**src/rtl/cab_pkg.sv**
```systemverilog
// Package for the processor address-phase bus interface.
// Assumes one bus clock; shared by the design module, its checker and the bench.
package cab_pkg;
  localparam int ADDR_HI           = 31;
  localparam int ADDR_LO           = 3;
  localparam int SNOOP_LO          = 5;
  localparam int MASK_BIT          = 20;
  localparam int PERR_DELAY_CYCLES = 2;

  // Request from the core to start a bus cycle
  typedef struct packed {
    logic        valid;
    logic        system_management_mode;
    logic [31:3] addr;
    logic [3:0]  cyc_def;
  } cab_req_t;

  // Inquire address seen on the pins
  typedef struct packed {
    logic        valid;
    logic [31:5] addr;
  } cab_snoop_t;
endpackage

```
**src/rtl/cab_addr_if.sv**
```systemverilog
// Address-phase bus interface: address drive, cycle-start strobes, bit-20 mask,
// address hold and inquire-address parity check.
// Assumes an external arbiter, core request logic and pin pads on the same clock.
`timescale 1ns/100ps
`default_nettype none
// ****************************************
// Overview of operation
// - Accept A31..A5 as inquire address inputs
// - Float address outputs during bus hold
// - Mask forces bit 20 low
// - Mask ignored for management-mode transfers
// - Mask input sampled every rising edge
// - Strobe marks first clock, address valid
// - Duplicate strobe identical to primary
// - Hold releases address bus, others active
// - Parity error two clocks later, one clock
// ****************************************
module cab_addr_if
  import cab_pkg::*;
#(
  // Flip-flops in each pin synchroniser
  parameter int SYNC_STAGES = 2,
  // Clocks from inquire sample to parity error
  parameter int PERR_DELAY  = PERR_DELAY_CYCLES
)
(
  // Clock and reset
  input  wire logic             clock_in,
  input  wire logic             reset_n_in,
  // Core side
  input  wire cab_pkg::cab_req_t req_in,
  output logic                  req_ready_out,
  output cab_pkg::cab_snoop_t   snoop_out,
  // Pins
  input  wire logic             addr_bit20_mask_n_in,
  input  wire logic             address_hold_request_in,
  input  wire logic [31:3]      addr_pin_in,
  input  wire logic             addr_parity_in,
  input  wire logic             inquire_strobe_n_in,
  output logic [31:3]           addr_out,
  output logic                  addr_oe_out,
  output logic [3:0]            cyc_def_out,
  output logic                  cycle_start_strobe_n_out,
  output logic                  cycle_start_strobe_copy_n_out,
  output logic                  address_parity_error_n_out
);
  import cab_pkg::*;

  // ****************************************
  // Elaboration checks
  // ****************************************
  // One flip-flop alone leaves the pins metastable
  if (SYNC_STAGES < 2) begin : g_bad_sync
    $error("SYNC_STAGES below 2 is not supported");
  end
  // Parity error needs at least one register
  if (PERR_DELAY < 1) begin : g_bad_perr
    $error("PERR_DELAY below 1 is not supported");
  end
  // Masked bit must lie inside the driven address
  if (MASK_BIT > ADDR_HI || MASK_BIT < ADDR_LO) begin : g_bad_mask
    $error("MASK_BIT outside the address field");
  end

  // ****************************************
  // Pin synchronisers
  // ****************************************
  // Equal depths keep strobe, address and parity aligned
  logic [SYNC_STAGES-1:0] mask_sync_r;
  logic [SYNC_STAGES-1:0] hold_sync_r;
  logic [SYNC_STAGES-1:0] inq_sync_r;
  logic [SYNC_STAGES-1:0] par_sync_r;
  logic [ADDR_HI:ADDR_LO] apin_sync_r [SYNC_STAGES];

  // First stage samples the pins
  always_ff @(posedge clock_in or negedge reset_n_in) begin
    if (!reset_n_in) begin
      mask_sync_r[0] <= 1'b0;
      hold_sync_r[0] <= 1'b0;
      inq_sync_r[0]  <= 1'b0;
      par_sync_r[0]  <= 1'b0;
      apin_sync_r[0] <= '0;
    end else begin
      mask_sync_r[0] <= ~addr_bit20_mask_n_in;
      hold_sync_r[0] <= address_hold_request_in;
      inq_sync_r[0]  <= ~inquire_strobe_n_in;
      par_sync_r[0]  <= addr_parity_in;
      apin_sync_r[0] <= addr_pin_in;
    end
  end

  // Later stages only copy the stage before
  for (genvar s = 1; s < SYNC_STAGES; s++) begin : g_sync
    always_ff @(posedge clock_in or negedge reset_n_in) begin
      if (!reset_n_in) begin
        mask_sync_r[s] <= 1'b0;
        hold_sync_r[s] <= 1'b0;
        inq_sync_r[s]  <= 1'b0;
        par_sync_r[s]  <= 1'b0;
        apin_sync_r[s] <= '0;
      end else begin
        mask_sync_r[s] <= mask_sync_r[s-1];
        hold_sync_r[s] <= hold_sync_r[s-1];
        inq_sync_r[s]  <= inq_sync_r[s-1];
        par_sync_r[s]  <= par_sync_r[s-1];
        apin_sync_r[s] <= apin_sync_r[s-1];
      end
    end
  end

  logic                   mask_s;
  logic                   hold_s;
  logic                   inq_s;
  logic                   par_s;
  logic [ADDR_HI:ADDR_LO] apin_s;
  assign mask_s = mask_sync_r[SYNC_STAGES-1];
  assign hold_s = hold_sync_r[SYNC_STAGES-1];
  assign inq_s  = inq_sync_r[SYNC_STAGES-1];
  assign par_s  = par_sync_r[SYNC_STAGES-1];
  assign apin_s = apin_sync_r[SYNC_STAGES-1];

  // ****************************************
  // Address hold
  // ****************************************
  logic hold_r;
  always_ff @(posedge clock_in or negedge reset_n_in) begin
    if (!reset_n_in) begin
      hold_r <= 1'b0;
    end else begin
      hold_r <= hold_s;
    end
  end

  // Only the address floats while held; requests stall and no strobes start
  assign addr_oe_out   = ~hold_r;
  assign req_ready_out = ~hold_r;

  // ****************************************
  // Cycle start and address drive
  // ****************************************
  logic [31:3] addr_nxt;
  always_comb begin
    addr_nxt = req_in.addr;
    if (mask_s && !req_in.system_management_mode) begin
      addr_nxt[MASK_BIT] = 1'b0;
    end
  end

  logic        start_r;
  logic [31:3] addr_r;
  logic [3:0]  cyc_def_r;
  always_ff @(posedge clock_in or negedge reset_n_in) begin
    if (!reset_n_in) begin
      start_r   <= 1'b0;
      addr_r    <= 29'h0;
      cyc_def_r <= 4'h0;
    end else begin
      start_r <= req_in.valid && !hold_r;
      if (req_in.valid && !hold_r) begin
        addr_r    <= addr_nxt;
        cyc_def_r <= req_in.cyc_def;
      end
    end
  end

  assign addr_out                      = addr_r;
  assign cyc_def_out                   = cyc_def_r;
  assign cycle_start_strobe_n_out      = ~start_r;
  assign cycle_start_strobe_copy_n_out = ~start_r;

  // ****************************************
  // Inquire capture
  // ****************************************
  cab_snoop_t            snoop_r;
  logic                  inq_take;
  logic                  par_ok;
  logic [PERR_DELAY-1:0] perr_pipe_r;
  assign inq_take = inq_s && hold_r;
  // Even parity over whole pin address and parity pin
  assign par_ok   = ~(^{apin_s, par_s});

  always_ff @(posedge clock_in or negedge reset_n_in) begin
    if (!reset_n_in) begin
      snoop_r <= '0;
    end else begin
      snoop_r.valid <= inq_take;
      if (inq_take) begin
        snoop_r.addr <= apin_s[ADDR_HI:SNOOP_LO];
      end
    end
  end

  // ****************************************
  // Address parity check
  // ****************************************
  // Bits 4 and 3 unused for lookup, still checked
  always_ff @(posedge clock_in or negedge reset_n_in) begin
    if (!reset_n_in) begin
      perr_pipe_r[0] <= 1'b0;
    end else begin
      perr_pipe_r[0] <= inq_take && !par_ok;
    end
  end

  // Delay line to the error pin, one flop per clock
  for (genvar d = 1; d < PERR_DELAY; d++) begin : g_perr
    always_ff @(posedge clock_in or negedge reset_n_in) begin
      if (!reset_n_in) begin
        perr_pipe_r[d] <= 1'b0;
      end else begin
        perr_pipe_r[d] <= perr_pipe_r[d-1];
      end
    end
  end

  assign snoop_out                  = snoop_r;
  assign address_parity_error_n_out = ~perr_pipe_r[PERR_DELAY-1];

endmodule
`default_nettype wire

```
**config.mk**
```make
export PLATFORM = sky130hd
export DESIGN_NAME = cab_addr_if
export DESIGN_NICKNAME = d
export VERILOG_FILES = /design/src/rtl/cab_pkg.sv /design/src/rtl/cab_addr_if.sv
export SDC_FILE = /design/constraint.sdc
export NUM_CORES = 1
export LEC_CHECK = 0
export ABC_AREA = 0
export BUFFER_PORTS_ARGS = -buffer_cell sky130_fd_sc_hd__buf_2
export CORE_ASPECT_RATIO = 1.75
export CORE_MARGIN = 5
export CORE_UTILIZATION = 54
export CTS_CLUSTER_SIZE = 10
export DETAILED_ROUTE_END_ITERATION = 10
export GPL_TIMING_DRIVEN = 0
export PLACE_DENSITY = 0.91
export SYNTH_ARGS = -nofsm -noshare
export SYNTH_HDL_FRONTEND = slang
export SYNTH_SLANG_ARGS = --single-unit
```
**constraint.sdc**
```tcl
create_clock -name clock_in -period 4.8 [get_ports clock_in]
set_input_delay 0.96 -clock clock_in [delete_from_list [all_inputs] [get_ports clock_in]]
set_output_delay 0.96 -clock clock_in [all_outputs]
set_load 0.005 [all_outputs]
```
==> impl.org <==
** Critical path
- The largest single stage delay on the critical path is 390 ps.
- For the worst setup path, the data arrival time is 1090 ps.
- Walking the worst path, the cells encountered are inv_1 > buf_4 > buf_2.
- For this design, the slowest cell found on the critical path is sky130_fd_sc_hd__dfrtp_1.
- STA puts the critical path data required time at 3840 ps.
- Type of element launching the critical path :: register
- Critical Path End Type :: output pin
- Counting both buffers and inverters, the worst setup path holds a total of 3.
- Maximum net fanout on the critical path :: 3
- Family with the most delay on the worst path :: flip-flops
- The critical path is of the reg -> out type.

** Yosys
- Yosys instantiated no cell more often than sky130_fd_sc_hd__dfrtp_1.
- The number of nets handed over by synthesis was 308.
- Post-synthesis cell count :: 238
- Sequential-to-total area share from yosys stat :: 0.757
- The synthesized netlist occupies a cell area of 0.00433 mm^2.
- Synthesis warning total :: 0
- Cell types occupying the most area after synthesis :: sky130_fd_sc_hd__dfrtp_1 (76%), sky130_fd_sc_hd__mux2_2 (14%), sky130_fd_sc_hd__xnor2_1 (4.0%)
- Count of state elements after synthesis :: 131
- The synthesized design spends more area on one cell type than any other, namely sky130_fd_sc_hd__dfrtp_1.
- The commonest cells after synthesis are sky130_fd_sc_hd__dfrtp_1 (131), sky130_fd_sc_hd__mux2_2 (53), sky130_fd_sc_hd__xnor2_1 (20).
- For this run, asynchronously set or reset flops after synthesis account for 1.00.
- Mean cell area of the mapped netlist :: 18.2 um^2
- Netlist cell types :: 17
- Of the post-synthesis cell area, the dominant cell type holds 0.757.
- Most used flip-flop cell after synthesis :: sky130_fd_sc_hd__dfrtp_1
- Post-synth EDFFs :: 0

** Floorplan
- Number of rows in the core area :: 43
- The region available for standard cell placement spans 0.00791 mm^2.
- The die covers 0.00998 mm^2.
- Height of the chip :: 128 um
- I/O pin count :: 136
- Effective utilization at floorplan :: 0.547
- The floorplan step set the die width to 77.7 um.

** STA
- The number of hold violations in the final report came to 0.
- Final hold analysis gives a worst-case slack of 345 ps.
- The clock arrives with 6.88 ps of skew.
- Setup violations remaining at the end of the flow were counted as 0.
- Counting I/O delays and the setup requirement, the final critical path takes 2050 ps.
- Setup repair after global routing left no endpoint under its margin.
- Setup TNS :: 0 ps
- The count of final max-slew check failures came to 0.
- For the pin with the worst max-slew slack, the measured transition is 626 ps.
- Max-slew headroom at the worst pin :: 0.582
- Maximum clock rate :: 0.489 GHz
- Dividing the final minimum period by the clock period gives 0.426.

** CTS
- Worst-path clk slew :: 50 ps
- Cts-stage hold buffer count :: 0
- TritonCTS built the clock tree.
- Clk Tree Root Cell :: sky130_fd_sc_hd__clkbuf_16
- CTS H-tree lvls :: 4
- CTS Buffer Depth :: 2
- Post-CTS setup buffers :: 0
- Quantity of gates resized following cts :: 0
- TritonCTS created 17 clock buffers.
- Clock network latency to the later pin of the worst-skew pair :: 410 ps
- Clock sink total :: 131

** Drt
- After detailed routing, the number of remaining DRC violations is 0.
- Per-cell via count in the routed design :: 4.86
- In this run the remaining antenna-violating nets after routing total 0.
- Wire length reported by the detailed router :: 7990 um
- Dividing the detail-routed wire length by the instance count gives 16.1 um.
- First-iteration detailed-routing DRC count :: 76
- Across all layers, the routed design uses 2410 vias.
- The first TritonRoute pass finished after 4 iterations.

** Power and ir drop
- LEAKAGE :: 2.81 nW
- Power density relative to cell area :: 508 mW/mm^2
- Power Total :: 2.94 mW
- Worst IR Drop VDD :: 0.393 mV

** Global route
- GRT Resource Usage Total :: 0.178
- The first global-routing pass estimated 13400 um of wire.
- For met1 alone, demand over resource in global routing was 0.199.
- Global routing finished with a remaining overflow of 0.
- In the global route stage, met2 resource usage came out at 0.291.
- The initial antenna violation count is 0.
- In this run the most used layer during global routing was met2.
- For met3 alone, demand over resource in global routing was 0.0665.
- Entering global routing, the biggest net connects 69 pins.
- The number of global-route vias before repair is 2761.

** Finish
- Post-Route Utilization :: 0.732
- The layout has 509 filler cells.
- In the final layout, the share of cells above drive strength 1 is 0.559.
- Layout overhead on the synthesized area :: 33.7%
- Count of inserted antenna diode cells :: 0
- For this run, the post-layout net count is 463.
- Number of standard cells in the final layout excluding fillers :: 496

** Run
- Maximum Capacitance Violations :: 0

** Placed design
- The HPWL after detailed placement is 5800 um.
- Final RePlAce weighted congestion :: 0.739
- Port buffering added 135 buffers.
- After detailed placement, the design holds a cell count of 464.

** Worst hold path
- The worst hold path belongs to the class reg -> reg.

** Status
- The flow ran to the end, and the final reports show no timing, DRC or antenna violations.
==> kinds of logic after synthesis <==
group | count (synthesis) | synth area share
DFF | 131 | 0.757
muxes | 59 | 0.153
xor gates and xnor gates | 26 | 0.0656
buffers and inverters | 16 | 0.0168
and+or+nand+nor | 5 | 0.00578
AOI/OAI and AO/OA | 1 | 0.00115
==> path summary, 6_finish.rpt <==
path / startpoint / end / slack, ps / cells after the start
setup / recovery: hold_r / req_ready_out / 2750 / 3
hold reg to reg: mask_sync_r[0] / mask_s / 340 / 0
min in group asynchronous: reset_n_in / addr_out[11] / 530 / 1
max in group asynchronous: reset_n_in / snoop_out[26] / 3570 / 2
setup reg to reg: hold_r / snoop_out[24] / 2970 / 4
hold / removal: mask_sync_r[0] / mask_s / 340 / 0
==> cells in the final DEF (no fill, tap or decap), types with 2 or more instances in the layout <==
| cell | Yosys | final |
|---|---|---|
| sky130_fd_sc_hd__xnor3_1 | 3 | 3 |
| sky130_fd_sc_hd__clkbuf_16 | 0 | 17 |
| sky130_fd_sc_hd__inv_1 | 7 | 7 |
| sky130_fd_sc_hd__dfrtp_1 | 131 | 131 |
| sky130_fd_sc_hd__mux2_1 | 6 | 6 |
| sky130_fd_sc_hd__xnor2_1 | 20 | 20 |
| sky130_fd_sc_hd__buf_2 | 4 | 138 |
| sky130_fd_sc_hd__xnor2_2 | 2 | 2 |
| sky130_fd_sc_hd__clkinvlp_4 | 0 | 2 |
| sky130_fd_sc_hd__bufinv_16 | 0 | 4 |
| sky130_fd_sc_hd__buf_4 | 2 | 2 |
| sky130_fd_sc_hd__clkbuf_8 | 0 | 4 |
| sky130_fd_sc_hd__clkinv_2 | 0 | 3 |
| sky130_fd_sc_hd__clkbuf_1 | 3 | 5 |
| sky130_fd_sc_hd__mux2_2 | 53 | 53 |
==> power by group <==
| group | switching [mW] | internal (mW) |
|---|---|---|
| sequential | 0.0516 | 1.22 |
| clock | 0.437 | 0.921 |
| combinational | 0.127 | 0.189 |
| total | 0.616 | 2.33 |
==> metal layers <==
layer | share of wire | routed length [um]
met1 | 0.35 | 2810
met2 | 0.55 | 4390
met3 | 0.075 | 602
met4 | 0.023 | 187
met5 | 0 | 0
==> sequential cells by signal, summed over array words and instances, names as in the netlist <==
name         cells
addr_out        29
apin_s          29
apin_sync_r     29
cyc_def_out      4
hold_r           1
hold_s           1
hold_sync_r      1
inq_s            1
inq_sync_r       1
mask_s           1
mask_sync_r      1
par_s            1
par_sync_r       1
perr_pipe_r      2
snoop_out       28
start_r          1
==> worst register-to-register path: cells and delay by family (launching register included) <==
| family | cells | cell delay, ps |
|---|---|---|
| buffers and inverters | 2 | 850 |
| flip-flops | 1 | 410 |
| multiplexers | 1 | 370 |
| AND/OR/NAND/NOR | 1 | 90 |
==> per-stage QoR <==
step	instance area (um^2)	setup slack, ps
2_1_floorplan	4330	2770
3_3_place_gp	5120	1260
3_5_place_dp	5150	2450
4_1_cts	5790	2710
5_1_grt	5790	2700
6_report	5790	2750
==> cell type report <==
class                      count  area, um^2  area share
timing repair buffer         136         709       0.123
tap                           90         113      0.0195
buffer                         9        46.3     0.00800
inverter                       7        26.3     0.00454
multi-input combinational     91         978       0.169
sequential                   131        3280       0.566
clock buffer                  23         488      0.0843
clock inverter                 9         150      0.0259
(Power assumes the default switching activity.)
